### src/dmagc_regs.svh
`ifndef DMAGC_REGS_SVH
`define DMAGC_REGS_SVH

// i/o addresses of the two global registers (placement is a local choice)
`define DMAGC_ADDR_W            16
`define DMAGC_CTRL_ADDR         16'h0e00
`define DMAGC_IDXMD_ADDR        16'h0e02

// control register fields
`define DMAGC_CTRL_PRIO_BIT     0
`define DMAGC_CTRL_EXCL_BIT     1
`define DMAGC_CTRL_FREE_BIT     2
`define DMAGC_CTRL_RSV3_BIT     3
`define DMAGC_CTRL_W            4
`define DMAGC_CTRL_RST          4'h8

// index-mode register fields
`define DMAGC_IDX_MODE_BIT      0
`define DMAGC_IDX_W             1
`define DMAGC_IDX_RST           1'h0

`define DMAGC_DATA_W            16
`define DMAGC_ZERO16            16'h0000

`endif

### src/dmagc_pkg.sv
`include "dmagc_regs.svh"

package dmagc_pkg;

    // i/o space access from the dsp core
    typedef struct packed {
        logic                       rd;
        logic                       wr;
        logic [`DMAGC_ADDR_W-1:0]   addr;
        logic [`DMAGC_DATA_W-1:0]   wdata;
    } dmagc_io_req_t;

    // per-port gating toward the channel scheduler
    typedef struct packed {
        logic   dual_access_ram_chan_hold;
        logic   single_access_ram_chan_hold;
        logic   host_dual_access_ram_ok;
        logic   host_single_access_ram_ok;
        logic   host_ext_ok;
        logic   host_periph_ok;
        logic   host_high_prio;
    } dmagc_gate_t;

    typedef enum logic [1:0] {
        DMAGC_SEL_NONE,
        DMAGC_SEL_CTRL,
        DMAGC_SEL_IDX
    } dmagc_sel_t;

endpackage : dmagc_pkg

### src/dmagc_top.sv
`timescale 1ns/1ps
`include "dmagc_regs.svh"
// Functional notes
// - both global registers are 16-bit read/write in dsp i/o space
// - unused upper bits read zero: control 15..4, index mode 15..1
// - control bit 3 resets to one; software always writes one
// - free bit clear: breakpoint suspends transfers; set: transfers continue
// - exclusive clear: host shares ram, reaches internal and external memory
// - exclusive set: channels needing dual or single access ram suspended
// - exclusive set: host limited to ram ports, external port blocked
// - host port never gets the peripheral port
// - priority bit: zero low, one high in the service chain
// - in exclusive mode priority has no effect at the ram ports
// - index mode clear: source indexes serve source and destination
// - index mode set: destination uses its own index registers
// - sharing host gets service cycles like a channel
module dmagc_top (
    input  wire logic                      i_core_clk,
    input  wire logic                      i_nrst,
    input  wire dmagc_pkg::dmagc_io_req_t  i_io_req,
    input  wire logic                      i_emu_break,
    output logic [`DMAGC_DATA_W-1:0]       o_io_rdata,
    output logic                           o_io_rvalid,
    output logic                           o_xfer_suspend,
    output logic                           o_dst_idx_separate,
    output dmagc_pkg::dmagc_gate_t         o_gate
);

    logic [`DMAGC_CTRL_W-1:0]  ctrl_ff;
    logic [`DMAGC_CTRL_W-1:0]  nxt_ctrl;
    logic [`DMAGC_IDX_W-1:0]   idx_ff;
    logic [`DMAGC_IDX_W-1:0]   nxt_idx;
    logic [`DMAGC_DATA_W-1:0]  rdata_ff;
    logic [`DMAGC_DATA_W-1:0]  nxt_rdata;
    logic                      rvalid_ff;
    logic                      nxt_rvalid;
    logic                      brk_meta_ff;
    logic                      brk_sync_ff;
    logic                      nxt_brk_meta;
    logic                      nxt_brk_sync;
    logic                      susp_ff;
    logic                      nxt_susp;
    dmagc_pkg::dmagc_sel_t     sel;

    function automatic dmagc_pkg::dmagc_sel_t decode(
        input logic [`DMAGC_ADDR_W-1:0] a
    );
        if (a == `DMAGC_CTRL_ADDR) begin
            decode = dmagc_pkg::DMAGC_SEL_CTRL;
        end else if (a == `DMAGC_IDXMD_ADDR) begin
            decode = dmagc_pkg::DMAGC_SEL_IDX;
        end else begin
            decode = dmagc_pkg::DMAGC_SEL_NONE;
        end
    endfunction : decode

    assign sel = decode(i_io_req.addr);

    // register writes and read data
    always_comb begin
        nxt_ctrl   = ctrl_ff;
        nxt_idx    = idx_ff;
        nxt_rdata  = rdata_ff;
        nxt_rvalid = i_io_req.rd;
        if (i_io_req.wr) begin
            case (sel)
                dmagc_pkg::DMAGC_SEL_CTRL: begin
                    nxt_ctrl = i_io_req.wdata[`DMAGC_CTRL_W-1:0];
                end
                dmagc_pkg::DMAGC_SEL_IDX: begin
                    nxt_idx = i_io_req.wdata[`DMAGC_IDX_W-1:0];
                end
                default: begin
                end
            endcase
        end
        if (i_io_req.rd) begin
            nxt_rdata = `DMAGC_ZERO16;
            case (sel)
                dmagc_pkg::DMAGC_SEL_CTRL: begin
                    nxt_rdata[`DMAGC_CTRL_W-1:0] = ctrl_ff;
                end
                dmagc_pkg::DMAGC_SEL_IDX: begin
                    nxt_rdata[`DMAGC_IDX_W-1:0] = idx_ff;
                end
                default: begin
                end
            endcase
        end
    end

    always_ff @(posedge i_core_clk or negedge i_nrst) begin
        if (!i_nrst) begin
            ctrl_ff   <= `DMAGC_CTRL_RST;
            idx_ff    <= `DMAGC_IDX_RST;
            rdata_ff  <= `DMAGC_ZERO16;
            rvalid_ff <= 1'b0;
        end else begin
            ctrl_ff   <= nxt_ctrl;
            idx_ff    <= nxt_idx;
            rdata_ff  <= nxt_rdata;
            rvalid_ff <= nxt_rvalid;
        end
    end

    // breakpoint handling
    always_comb begin
        nxt_brk_meta = i_emu_break;
        nxt_brk_sync = brk_meta_ff;
        nxt_susp     = brk_sync_ff & ~ctrl_ff[`DMAGC_CTRL_FREE_BIT];
    end

    always_ff @(posedge i_core_clk or negedge i_nrst) begin
        if (!i_nrst) begin
            brk_meta_ff <= 1'b0;
            brk_sync_ff <= 1'b0;
            susp_ff     <= 1'b0;
        end else begin
            brk_meta_ff <= nxt_brk_meta;
            brk_sync_ff <= nxt_brk_sync;
            susp_ff     <= nxt_susp;
        end
    end

    dmagc_gate u_gate (
        .i_excl (ctrl_ff[`DMAGC_CTRL_EXCL_BIT]),
        .i_prio (ctrl_ff[`DMAGC_CTRL_PRIO_BIT]),
        .o_gate (o_gate)
    );

    assign o_io_rdata         = rdata_ff;
    assign o_io_rvalid        = rvalid_ff;
    assign o_xfer_suspend     = susp_ff;
    assign o_dst_idx_separate = idx_ff[`DMAGC_IDX_MODE_BIT];

    // checks
    property p_rd_ctrl;
        @(posedge i_core_clk) disable iff (!i_nrst)
        (i_io_req.rd && sel == dmagc_pkg::DMAGC_SEL_CTRL && !i_io_req.wr)
            |=> (o_io_rvalid && o_io_rdata[`DMAGC_CTRL_W-1:0] == ctrl_ff);
    endproperty
    ctrl_read_a: assert property (p_rd_ctrl)
        else $error("control read data mismatch");
    idx_read_a: assert property (@(posedge i_core_clk)
        disable iff (!i_nrst)
        (i_io_req.rd && sel == dmagc_pkg::DMAGC_SEL_IDX && !i_io_req.wr)
        |=> o_io_rdata[`DMAGC_IDX_W-1:0] == idx_ff)
        else $error("index mode read data mismatch");
    rvalid_pulse_a: assert property (@(posedge i_core_clk)
        disable iff (!i_nrst)
        o_io_rvalid == $past(i_io_req.rd))
        else $error("read valid not one cycle after read");
    ctrl_hold_a: assert property (@(posedge i_core_clk)
        disable iff (!i_nrst)
        !(i_io_req.wr && sel == dmagc_pkg::DMAGC_SEL_CTRL)
        |=> $stable(ctrl_ff))
        else $error("control register changed without a write");
    upper_zero_a: assert property (@(posedge i_core_clk)
        disable iff (!i_nrst)
        o_io_rvalid |-> o_io_rdata[`DMAGC_DATA_W-1:`DMAGC_CTRL_W] == '0)
        else $error("upper read bits not zero");
    idx_upper_a: assert property (@(posedge i_core_clk)
        disable iff (!i_nrst)
        (i_io_req.rd && sel == dmagc_pkg::DMAGC_SEL_IDX)
        |=> o_io_rdata[`DMAGC_DATA_W-1:`DMAGC_IDX_W] == '0)
        else $error("index mode upper bits not zero");
    none_read_a: assert property (@(posedge i_core_clk)
        disable iff (!i_nrst)
        (i_io_req.rd && sel == dmagc_pkg::DMAGC_SEL_NONE)
        |=> o_io_rdata == `DMAGC_ZERO16)
        else $error("unmapped read not zero");
    bit3_write_a: assert property (@(posedge i_core_clk)
        disable iff (!i_nrst)
        (i_io_req.wr && sel == dmagc_pkg::DMAGC_SEL_CTRL)
        |=> ctrl_ff[`DMAGC_CTRL_RSV3_BIT]
            == $past(i_io_req.wdata[`DMAGC_CTRL_RSV3_BIT]))
        else $error("bit 3 not stored");
    brk_susp_a: assert property (@(posedge i_core_clk)
        disable iff (!i_nrst)
        (i_emu_break && !ctrl_ff[`DMAGC_CTRL_FREE_BIT])[*4]
        |-> o_xfer_suspend)
        else $error("breakpoint did not suspend");
    free_run_a: assert property (@(posedge i_core_clk)
        disable iff (!i_nrst)
        ctrl_ff[`DMAGC_CTRL_FREE_BIT] |=> !o_xfer_suspend)
        else $error("free mode suspended");
    shared_gate_a: assert property (@(posedge i_core_clk)
        disable iff (!i_nrst)
        !ctrl_ff[`DMAGC_CTRL_EXCL_BIT] |-> (o_gate.host_ext_ok
        && !o_gate.dual_access_ram_chan_hold
        && !o_gate.single_access_ram_chan_hold))
        else $error("shared gating wrong");
    excl_gate_a: assert property (@(posedge i_core_clk)
        disable iff (!i_nrst)
        ctrl_ff[`DMAGC_CTRL_EXCL_BIT]
        |-> (o_gate.dual_access_ram_chan_hold
        && o_gate.single_access_ram_chan_hold))
        else $error("exclusive gating wrong");
    excl_port_a: assert property (@(posedge i_core_clk)
        disable iff (!i_nrst)
        ctrl_ff[`DMAGC_CTRL_EXCL_BIT]
        |-> (!o_gate.host_ext_ok && o_gate.host_dual_access_ram_ok
        && o_gate.host_single_access_ram_ok))
        else $error("exclusive host port reach wrong");
    periph_block_a: assert property (@(posedge i_core_clk)
        disable iff (!i_nrst)
        !o_gate.host_periph_ok)
        else $error("host reached peripheral port");
    prio_level_a: assert property (@(posedge i_core_clk)
        disable iff (!i_nrst)
        !ctrl_ff[`DMAGC_CTRL_EXCL_BIT]
        |-> o_gate.host_high_prio == ctrl_ff[`DMAGC_CTRL_PRIO_BIT])
        else $error("host priority level wrong");
    excl_prio_a: assert property (@(posedge i_core_clk)
        disable iff (!i_nrst)
        ctrl_ff[`DMAGC_CTRL_EXCL_BIT] |-> !o_gate.host_high_prio)
        else $error("priority active in exclusive mode");
    idx_hold_a: assert property (@(posedge i_core_clk)
        disable iff (!i_nrst)
        !(i_io_req.wr && sel == dmagc_pkg::DMAGC_SEL_IDX)
        |=> $stable(o_dst_idx_separate))
        else $error("index mode changed without a write");
    idx_mode_a: assert property (@(posedge i_core_clk)
        disable iff (!i_nrst)
        (i_io_req.wr && sel == dmagc_pkg::DMAGC_SEL_IDX)
        |=> o_dst_idx_separate == $past(i_io_req.wdata[`DMAGC_IDX_MODE_BIT]))
        else $error("index mode not applied");

    excl_c: cover property (@(posedge i_core_clk)
        $rose(ctrl_ff[`DMAGC_CTRL_EXCL_BIT]));
    brk_c: cover property (@(posedge i_core_clk)
        $rose(o_xfer_suspend));
    idx_c: cover property (@(posedge i_core_clk)
        $rose(o_dst_idx_separate));
    none_c: cover property (@(posedge i_core_clk)
        i_io_req.rd && sel == dmagc_pkg::DMAGC_SEL_NONE);
    free_brk_c: cover property (@(posedge i_core_clk)
        brk_sync_ff && ctrl_ff[`DMAGC_CTRL_FREE_BIT]);

endmodule : dmagc_top

### src/dmagc_gate.sv
`timescale 1ns/1ps
`include "dmagc_regs.svh"

module dmagc_gate (
    input  wire logic                      i_excl,
    input  wire logic                      i_prio,
    output dmagc_pkg::dmagc_gate_t         o_gate
);

    always_comb begin
        // channels held off the internal ram ports while host owns them
        o_gate.dual_access_ram_chan_hold   = i_excl;
        o_gate.single_access_ram_chan_hold = i_excl;
        o_gate.host_dual_access_ram_ok     = 1'b1;
        o_gate.host_single_access_ram_ok   = 1'b1;
        // shared mode reaches external too; exclusive blocks it
        o_gate.host_ext_ok                 = ~i_excl;
        o_gate.host_periph_ok              = 1'b0;
        // priority only matters where channels still compete
        o_gate.host_high_prio              = i_prio & ~i_excl;
    end

endmodule : dmagc_gate

### config.mk
export PLATFORM = sky130hd
export DESIGN_NAME = dmagc_top
export DESIGN_NICKNAME = d
export VERILOG_FILES = /design/src/dmagc_pkg.sv /design/src/dmagc_top.sv /design/src/dmagc_gate.sv
export VERILOG_INCLUDE_DIRS = /design/src
export SDC_FILE = /design/constraint.sdc
export NUM_CORES = 1
export LEC_CHECK = 0
export BUFFER_PORTS_ARGS = -buffer_cell sky130_fd_sc_hd__buf_2
export CAP_MARGIN = 20
export CELL_PAD_IN_SITES_DETAIL_PLACEMENT = 1
export CELL_PAD_IN_SITES_GLOBAL_PLACEMENT = 2
export CORE_ASPECT_RATIO = 2
export CORE_MARGIN = 5
export CORE_UTILIZATION = 18
export DETAILED_ROUTE_END_ITERATION = 10
export PLACE_DENSITY_LB_ADDON = 0.15
export SLEW_MARGIN = 20
export SYNTH_ARGS = -nofsm -noshare
export SYNTH_HDL_FRONTEND = slang
export SYNTH_SLANG_ARGS = --single-unit
### constraint.sdc
create_clock -name i_core_clk -period 1.2 [get_ports i_core_clk]
set_input_delay 0.36 -clock i_core_clk [delete_from_list [all_inputs] [get_ports i_core_clk]]
set_output_delay 0.36 -clock i_core_clk [all_outputs]
set_load 0.01 [all_outputs]
==> results of run 1 <==
==> worst paths after layout <==
kind,slack [ns],startpoint,cells after the start,to
min in group i_core_clk,0.23,i_emu_break,1,brk_meta_ff$_DFF_PN0_
setup / recovery,-0.48,i_io_req[18],5,o_io_rdata[2]$_DFFE_PN0P_
hold reg to reg,0.36,brk_meta_ff$_DFF_PN0_,0,brk_sync_ff$_DFF_PN0_
max in group asynchronous,0.92,i_nrst,1,ctrl_ff[3]$_DFFE_PN1P_
hold / removal,0.00002,i_nrst,1,ctrl_ff[2]$_DFFE_PN0P_
setup reg to reg,0.20,ctrl_ff[0]$_DFFE_PN0P_,4,o_io_rdata[0]$_DFFE_PN0P_
==> synth_stat cells <==
master     instances
o21ai_0            1
nor2b_1            2
dfrtp_1           12
inv_1              3
mux2_2             6
nand4bb_1          1
nand3_1            2
nand2_1            1
nor2_2             1
buf_4             17
or4_4              1
or4_1              2
a22o_2             3
nor4_1             2
conb_1             2
or3_1              1
or4b_1             1
dfstp_2            1
==> per-layer routing <==
layer / vias up / track usage (%)
met5: - / 0
met2: 35 / 12.5
met3: 4 / 2.61
met4: 0 / 5.76
met1: 242 / 6.73
li1: 248 / -
==> area by class of cell <==
type | instances | area (sq um)
Inverter | 3 | 11.3
Clock buffer | 4 | 45.0
Tap cell | 49 | 61.3
Sequential cell | 13 | 327
Fill cell | 425 | 2630
Multi-Input combinational cell | 39 | 308
Timing Repair Buffer | 39 | 224
==> cells in the final DEF, fill, tap and decap left out <==
cell       Yosys  final
nand4bb_1      1      1
nor2b_1        2      2
or3_1          1      1
or4_4          1      2
o21ai_1        0      1
buf_4         17      4
nand3_2        0      1
conb_1         2     15
clkbuf_8       0      3
buf_2          0     32
or4_1          2      1
inv_1          3      3
clkbuf_1       0      1
or4b_4         0      1
dfstp_2        1      1
nor4_4         0      2
nand2_2        0      1
dfrtp_1       12     12
nor2_4         0      1
nand3_1        2      1
buf_6          0      3
a22o_2         3      3
mux2_2         6      6
==> critical path, stage by stage <==
cell and delay [ns]:
buf_6 0.09, or4_4 0.57, or4_4 0.58, nor2_4 0.13
a22o_2 0.13
==> flip-flops by register name, indices dropped and copies added (netlist names) <==
signal / flops
brk_meta_ff: 1
o_io_rvalid: 1
ctrl_ff: 4
brk_sync_ff: 1
o_xfer_suspend: 1
o_io_rdata: 4
o_dst_idx_separate: 1
==> report_power, final <==
group | total [mW] | switching, mW | internal [mW]
clock | 0.379 | 0.145 | 0.234
combinational | 0.104 | 0.0589 | 0.0453
sequential | 0.448 | 0.00173 | 0.446
==> timing repair <==
action                     CTS  global route
setup endpoints to repair   11            13
gates resized for setup      5             6
buffers inserted             2             0
gates cloned                 0             0
pin swaps                    3             5
==> logic make-up (layout without fill, tap and decap cells) <==
group	count (synthesis)	after routing	share of synthesized area [%]
buffers and inverters	20	46	20.6
AO/OA/AOI/OAI	4	4	5.19
AND/OR/NAND/NOR	14	14	14.7
other	2	15	1.11
multiplexers	6	6	10.0
flip-flops	13	13	48.4
==> impl_metrics.csv, run 1 <==
group,metric,value,unit
place,dpl_worst_slack,-0.797,ns
floorplanning,start_util,18.7,%
global_route,grt_usage,7.33,%
clocking,clock_path_buffers,2,
synthesis,yosysWarnings,0,
place,dp.cells,141,
clocking,insertion_delay,0.24,ns
place,placed_cell_area,856,sq um
hold_path,hp-class,"in2async",
synthesis,synth_top_area_cell,"dfrtp_1",
timing,timing.fmax,597,MHz
power,p_leak,0.520,nW
synthesis,yosys.cell_types.count,18,
status,outcome,"finished, violations left",
place,hpwlAfterDp,1480,microns
detailed_routing,wl_met2,937,microns
detailed_routing,postRouteAntennaNets,0,
power,peakVddDrop,0.303,mV
worst_setup_path,crit_path_end_kind,"flop",
floorplanning,rows,31,
timing,timing.final.hold_violations,0,
timing,fin_tns_setup,-3.72,ns
worst_setup_path,cp_max_fo,3,
timing,slew_violations,0,
cells_and_area,utilization,27.1,%
worst_setup_path,worstSetupStartpointType,"input pin",
run,cap_violations,0,
detailed_routing,via_count,529,
detailed_routing,wl,1720,microns
worst_setup_path,critical_path_class,"in2reg",
detailed_routing,top_layer_used,"met4",
timing,fin_crit,1.68,ns
cells_and_area,final_area,976,sq um
floorplanning,core-area,3610,sq um
detailed_routing,wl_per_cell,11.7,microns
detailed_routing,viasPerCell,3.60,
cells_and_area,layout-drive-gt1-share,61.2,%
synthesis,synth_area_per_cell,11.4,sq um
detailed_routing,drt_iter0_drc,8,
synthesis,syn_area,674,sq um
place,place_congestion,0.651,
floorplanning,die_w,53.3,microns
timing,setup_viol,10,
timing,fin_ws,-0.476,ns
floorplanning,die_area,5140,sq um
global_route,grt_pass1_wl,2620,microns
cells_and_area,nNetsFinal,136,
clocking,cts_buffers,3,
detailed_routing,drcViolationCount,0,
clocking,clk_pin_slew_worst_paths,0.05,ns
detailed_routing,drtPass1Iterations,2,
power,power.total,931,uW
global_route,grt_overflow,0,
floorplanning,pin_count,63,
synthesis,ys_top_cells_by_area,"dfrtp_1 (45%), buf_4 (19%), mux2_2 (10%), a22o_2 (4.5%), dfstp_2 (3.9%)",
place,portBuffers,35,
global_route,grt_max_degree,14,
timing,fin_crit_sh,140,%
timing,hold_ws,0.0000211,ns
floorplanning,chipHeight,96.6,microns
worst_setup_path,cp.required,1.38,ns
cells_and_area,final_cells,147,
timing,finalClockSkew,0.00323,ns
status,violations,"negative setup slack",
timing,grt_setup_unrepaired,"true",
worst_setup_path,cp.arrival,1.86,ns
clocking,holdBufCountCts,0,
synthesis,synth_top_area_share,44.5,%
detailed_routing,wl_met3,200,microns
synthesis,ys_seq_area_share,48.4,%
cells_and_area,antennaDiodeCount,0,
clocking,htreeDepth,1,
detailed_routing,drt-met1-wl,535,microns
power,power_density,954,nW/um^2
synthesis,synth-seq-cells,13,
cells_and_area,area_growth,44.7,%
clocking,ctsRootBufferMaster,"clkbuf_8",
global_route,grt_pass1_vias,596,
global_route,antenna_found_initial,0,
synthesis,synthesis.instances,59,
clocking,tritoncts,"done",
clocking,cts_sinks,13,
Note: power is estimated with default switching activity, not from simulation.
==> run 2: changes to the inputs <==
--- a/config.mk
+++ b/config.mk
@@ -6,6 +6,7 @@
 export SDC_FILE = /design/constraint.sdc
 export NUM_CORES = 1
 export LEC_CHECK = 0
+export ABC_AREA = 1
 export BUFFER_PORTS_ARGS = -buffer_cell sky130_fd_sc_hd__buf_2
 export CAP_MARGIN = 20
 export CELL_PAD_IN_SITES_DETAIL_PLACEMENT = 1
==> run 2 against run 1 <==
- the run ends with negative hold slack, negative setup slack left
- sequential power barely moved
- total power fell by 0.33%
- die area rose by 8.5%
- worst hold slack got worse by 0.0031 ns
- critical path type is now reg2out
==> impl_metrics.csv, run 2 <==
group,metric,value,unit
clocking,holdBufCountCts,0,
worst_setup_path,cp.required,0.84,ns
timing,grt_setup_unrepaired,"true",
detailed_routing,drtPass1Iterations,2,
clocking,ctsRootBufferMaster,"clkbuf_8",
status,outcome,"finished, violations left",
global_route,grt_pass1_vias,700,
place,portBuffers,35,
power,p_seq_share,48.2,%
worst_setup_path,slowest_stage,"dfrtp_2",
synthesis,synth-xor-area-share,0,%
timing,fin_ws,-0.0382,ns
timing,finalClockSkew,0.00186,ns
synthesis,synth_area_per_cell,8.24,sq um
synthesis,synth_top_area_share,40.5,%
floorplanning,core-area,4050,sq um
power,power.internal,717,uW
synthesis,synth_common_cells,"nand2_1 (23), buf_4 (17), dfrtp_1 (12), nor2_1 (10), inv_1 (9)",
timing,hold_ws,-0.00312,ns
synthesis,synthFlopType,"dfrtp_1",
synthesis,async_reset_ff_share,100,%
floorplanning,die_w,55.4,microns
floorplanning,die_area,5580,sq um
floorplanning,pin_count,63,
run,cap_violations,0,
status,violations,"negative hold slack, negative setup slack",
synthesis,synth_top_family_by_area,"simple AND/OR/NAND/NOR gates",
power,p_leak,0.549,nW
place,hpwlAfterDp,1540,microns
synthesis,yosysWarnings,0,
worst_setup_path,cp.arrival,0.88,ns
timing,slew_violations,0,
synthesis,synth-edff-count,0,
cells_and_area,layout-drive-gt1-share,39.7,%
power,peakVddDrop,0.310,mV
clocking,cts_buffers,3,
detailed_routing,viasPerCell,3.44,
clocking,tritoncts,"done",
clocking,insertion_delay,0.24,ns
synthesis,ys_top_cells_by_area,"dfrtp_1 (40%), buf_4 (17%), nand2_1 (12%), nor2_1 (5.1%), inv_1 (4.6%)",
hold_path,hp-class,"in2async",
power,swShare,22.7,%
detailed_routing,wl_per_cell,9.84,microns
timing,timing.fmax,808,MHz
floorplanning,chipHeight,101,microns
cells_and_area,nNetsFinal,164,
synthesis,synth-seq-cells,13,
global_route,antenna_found_initial,0,
synthesis,synth_adder_area_share,0,%
synthesis,synth_top_area_cell,"dfrtp_1",
cells_and_area,final_common_cell,"buf_2",
place,dpl_worst_slack,-0.0942,ns
cells_and_area,antennaDiodeCount,0,
synthesis,synthesis.instances,90,
cells_and_area,area_growth,29.8,%
synthesis,synth_compound_gate_area_share,6.41,%
timing,timing.final.hold_violations,7,
power,p_switching,211,uW
global_route,grt_pass1_wl,2930,microns
detailed_routing,wl,1750,microns
cells_and_area,final_cell_mix,"buf_2 (34), nand2_1 (23), conb_1 (15), dfrtp_1 (11), nor2_1 (10)",
worst_setup_path,cp_max_fo,5,
global_route,grt_usage,6.52,%
worst_setup_path,critPathMaxStageDelay,0.43,ns
detailed_routing,via_count,612,
worst_setup_path,worstSetupStartpointType,"flop",
synthesis,syn_area,742,sq um
power,power_density,963,nW/um^2
worst_setup_path,crit_path_end_kind,"output pin",
clocking,clk_pin_slew_worst_paths,0.05,ns
clocking,htreeDepth,1,
worst_setup_path,critical_path_class,"reg2out",
synthesis,muxShareOfSynthArea,0,%
global_route,grt_max_degree,14,
detailed_routing,drcViolationCount,0,
timing,setup_viol,2,
clocking,cts_sinks,13,
detailed_routing,postRouteAntennaNets,0,
power,pwr-share-clk,40.9,%
floorplanning,rows,33,
detailed_routing,drt_iter0_drc,2,
synthesis,yosys.area_share.simple,26.8,%
place,place_congestion,0.693,
timing,fin_crit_sh,103,%
clocking,clock_path_buffers,2,
synthesis,yosys.cell_types.count,14,
worst_setup_path,crit_chain,"nor2_1 > buf_2",
floorplanning,start_util,18.3,%
synthesis,ys_seq_area_share,44.0,%
synthesis,yosysMostFrequentCell,"nand2_1",
timing,fin_crit,1.24,ns
power,pwr-share-comb,10.9,%
global_route,grt_overflow,0,
run 2: cell count changes after synthesis, moves of 3 or more:
cell | before | now
inv_1 | 3 | 9
mux2_2 | 6 | 0
a22o_2 | 3 | 0
nand2_1 | 1 | 23
o21ai_0 | 1 | 6
nor2_1 | 0 | 10
run 2: power by group through the flow:
stage	combinational, mW	sequential (mW)	clock, mW
after global routing	0.117	0.447	0.418
after detailed placement	0.103	0.455	0
after global placement	0.102	0.455	0
after floorplan	0.0778	0.457	0
after CTS	0.103	0.447	0.401
final	0.101	0.447	0.380
run 2: path summary, 6_finish.rpt:
kind                                              from                   endpoint  slack, ns  cells after the start
worst max-delay path            ctrl_ff[1]$_DFFE_PN0P_                  o_gate[0]      -0.04                      2
worst min-delay path                            i_nrst      brk_sync_ff$_DFF_PN0_     -0.003                      1
worst min register to register   brk_meta_ff$_DFF_PN0_      brk_sync_ff$_DFF_PN0_       0.35                      0
max in group asynchronous                       i_nrst     ctrl_ff[3]$_DFFE_PN1P_       0.93                      1
min in group i_core_clk                    i_emu_break      brk_meta_ff$_DFF_PN0_       0.22                      1
worst max register to register  ctrl_ff[1]$_DFFE_PN0P_  o_io_rdata[1]$_DFFE_PN0P_       0.39                      3
run 2: through the flow:
step                cells  power, mW  utilization, %  setup TNS, ns  area [sq um]
CTS                   178      0.952            23.6         -0.108           956
detailed placement    173      0.558            22.3         -0.361           903
global route          178      0.982            23.8         -0.165           963
global placement      173      0.556            22.3         -0.302           903
finish                178      0.928            23.8        -0.0412           963
floorplan             103      0.535               -              0           791
run 2: cells by family after synthesis:
kind of cell / Yosys count
AO/OA/AOI/OAI: 8
AND/OR/NAND/NOR: 41
flip-flops: 13
buffers and inverters: 26
other: 2
run 2: final cells by class:
cell class	count	area, sq um
timing repair buffer	36	189
fill	527	3080
multi-input combinational	64	303
inverter	9	33.8
sequential	13	328
tap	52	65.1
clock buffer	4	45.0
run 2: worst max-delay path: cells and delay by family (launching register included):
kind / cells / cell delay [ns]
flops: 1 / 0.43
buf+inv: 1 / 0.13
simple gates: 1 / 0.08
run 2: layer usage:
metal / GRT usage, % / up-vias / routed length, microns
met5: 0 / - / 0
met4: 3.37 / 0 / 24
met3: 1.67 / 2 / 143
met2: 12.3 / 33 / 962
met1: 6.35 / 267 / 621
li1: - / 310 / -
run 2: timing repair:
item                                    CTS  global route
pin swaps                                 1             0
gates resized for setup                   1             3
setup buffers                             1             0
endpoints found under the setup margin    2             4
hold endpoints to repair                  0             0
==> run 3: changes to the inputs <==
--- a/config.mk
+++ b/config.mk
@@ -16,7 +16,9 @@
 export CORE_UTILIZATION = 18
 export DETAILED_ROUTE_END_ITERATION = 10
 export PLACE_DENSITY_LB_ADDON = 0.15
+export SKIP_CTS_REPAIR_TIMING = 1
 export SLEW_MARGIN = 20
 export SYNTH_ARGS = -nofsm -noshare
 export SYNTH_HDL_FRONTEND = slang
+export SYNTH_HIERARCHICAL = 1
 export SYNTH_SLANG_ARGS = --single-unit
==> run 3 against run 2 <==
- the flow still finishes with violations (negative hold slack, negative setup slack)
- die area down 0.30%
- clock power hardly changed
- first-iteration DRC count grew to 4.5 times the previous value
- total power rose by 0.19%
==> impl_metrics.csv, run 3 <==
group,metric,value,unit
worst_setup_path,cp.required,0.84,ns
synthesis,ys_seq_area_share,44.2,%
cells_and_area,final_common_cell,"buf_2",
worst_setup_path,critPathMaxStageDelay,0.44,ns
synthesis,synth-edff-count,0,
floorplanning,rows,33,
detailed_routing,wl_per_cell,10.3,microns
clocking,tritoncts,"done",
global_route,grt_overflow,0,
synthesis,syn_area,739,sq um
clocking,insertion_delay,0.24,ns
clocking,htreeDepth,1,
detailed_routing,drcViolationCount,0,
synthesis,yosysMostFrequentCell,"nand2_1",
worst_setup_path,cp.arrival,0.89,ns
synthesis,yosysWarnings,6,
run,cap_violations,0,
worst_setup_path,worstSetupStartpointType,"flop",
timing,timing.fmax,800,MHz
cells_and_area,antennaDiodeCount,0,
worst_setup_path,crit_path_end_kind,"output pin",
clocking,cts_buffers,3,
clocking,clk_pin_slew_worst_paths,0.05,ns
floorplanning,pin_count,63,
clocking,cts_sinks,13,
floorplanning,core-area,4050,sq um
timing,setup_viol,2,
detailed_routing,postRouteAntennaNets,0,
worst_setup_path,reg2reg_depth,2,
power,p_leak,0.533,nW
synthesis,synthesis.instances,93,
status,violations,"negative hold slack, negative setup slack",
hold_path,hp-class,"in2async",
worst_setup_path,crit_chain,"nor2_2 > buf_2",
cells_and_area,nNetsFinal,165,
cells_and_area,final_cells,179,
floorplanning,die_w,55.3,microns
timing,slew_violations,0,
clocking,clock_path_buffers,2,
detailed_routing,viasPerCell,3.45,
global_route,grt_pass1_vias,702,
cells_and_area,area_growth,27.6,%
timing,hold_ws,-0.00112,ns
synthesis,synth_top_area_share,40.6,%
floorplanning,chipHeight,101,microns
synthesis,synth_common_cells,"nand2_1 (25), buf_4 (17), dfrtp_1 (12), inv_1 (9), nor2_1 (9)",
timing,timing.final.hold_violations,2,
worst_setup_path,cp_num_buf_inv,1,
global_route,grt_usage,7.37,%
power,power_density,985,nW/um^2
power,peakVddDrop,0.349,mV
cells_and_area,layout-drive-gt1-share,37.0,%
place,placed_cell_area,897,sq um
clocking,ctsRootBufferMaster,"clkbuf_8",
detailed_routing,drt_iter0_drc,9,
synthesis,synthFlopType,"dfrtp_1",
synthesis,synth_top_area_cell,"dfrtp_1",
place,place_congestion,0.676,
detailed_routing,via_count,617,
worst_setup_path,cp_max_fo,6,
cells_and_area,final_area,943,sq um
timing,grt_setup_unrepaired,"true",
synthesis,synth-seq-cells,13,
place,dp.cells,175,
worst_setup_path,crit_family,"flip-flops",
detailed_routing,drtPass1Iterations,2,
timing,fin_ws,-0.0499,ns
floorplanning,die_area,5570,sq um
worst_setup_path,cp_num_cells,2,
synthesis,async_reset_ff_share,100,%
floorplanning,start_util,18.3,%
synthesis,yosys.cell_types.count,13,
timing,fin_crit,1.25,ns
global_route,antenna_found_initial,0,
global_route,grt_max_degree,14,
status,outcome,"finished, violations left",
cells_and_area,fillCellCount,544,
place,portBuffers,35,
timing,finalClockSkew,0.00411,ns
place,dpl_worst_slack,-0.102,ns
cells_and_area,utilization,23.3,%
worst_setup_path,critical_path_class,"reg2out",
synthesis,ys_top_cells_by_area,"dfrtp_1 (41%), buf_4 (17%), nand2_1 (13%), inv_1 (4.6%), nor2_1 (4.6%)",
cells_and_area,final_cell_mix,"buf_2 (35), nand2_1 (25), conb_1 (15), dfrtp_1 (11), nor2_1 (9)",
worst_setup_path,slowest_stage,"dfrtp_2",
global_route,grt_pass1_wl,3220,microns
timing,fin_crit_sh,104,%
synthesis,synth_area_per_cell,7.95,sq um
detailed_routing,wl,1850,microns
[run 3: cell types whose count changed in the layout (fill, tap and decap cells not counted)]
cell and delta:
o21ai_2 -2, buf_2 +1, buf_4 -1, nor2_2 +1, nor2_1 -1, nor2_4 +1, nor2_8 -1, inv_2 -1
o21ai_1 +2, nand2_1 +2, inv_1 +1, buf_6 -1
[run 3: stage by stage]
| step | power (mW) | setup TNS [ns] |
|---|---|---|
| finish | 0.930 | -0.0697 |
| global route | 0.981 | -0.246 |
| CTS | 0.956 | -0.298 |
| detailed placement | 0.556 | -0.404 |
| global placement | 0.554 | -0.338 |
| floorplan | 0.533 | 0 |
[run 3: logic make-up (layout without fill, tap and decap cells)]
family          count (synthesis)  in the layout  synth area share, %
other cells                     3             15                 1.52
compound gates                  8              8                 5.41
buf+inv                        26             48                 21.8
flops                          13             13                 44.2
simple gates                   43             43                 27.1
[run 3: path summary, 6_finish.rpt]
check,start,end,slack (ns)
worst max-delay path,ctrl_ff[1]$_DFFE_PN0P_,o_gate[0],-0.05
worst min-delay path,i_nrst,o_io_rdata[0]$_DFFE_PN0P_,-0.001
worst max register to register,ctrl_ff[3]$_DFFE_PN1P_,o_io_rdata[3]$_DFFE_PN0P_,0.40
worst min register to register,brk_meta_ff$_DFF_PN0_,brk_sync_ff$_DFF_PN0_,0.35
max in group asynchronous,i_nrst,ctrl_ff[3]$_DFFE_PN1P_,0.92
min in group i_core_clk,i_emu_break,brk_meta_ff$_DFF_PN0_,0.23
[run 3: area by class of cell]
class                   count  area (sq um)  area share [%]
well taps                  52          65.1            6.90
inverters                   9          33.8            3.58
clock buffers               4          45.0            4.77
multi-input cells          66           297            31.4
flip-flops and latches     13           328            34.7
repair buffers             35           175            18.6
[run 3: metal layers]
metal | wire length, microns | track usage, % | up-vias | part of all wire (%)
met4 | 38 | 4.49 | 0 | 2.1
met5 | 0 | 0 | - | 0
li1 | - | - | 316 | -
met1 | 596 | 6.53 | 272 | 32
met3 | 120 | 2.05 | 2 | 6.5
met2 | 1090 | 14.2 | 27 | 59
[run 3: report_power, final]
part	leakage [nW]	total (mW)	internal, mW	switching (mW)
combinational	0.343	0.0995	0.0368	0.0627
clock	0.0228	0.383	0.234	0.149
sequential	0.167	0.447	0.446	0.00142
total	0.533	0.930	0.717	0.213
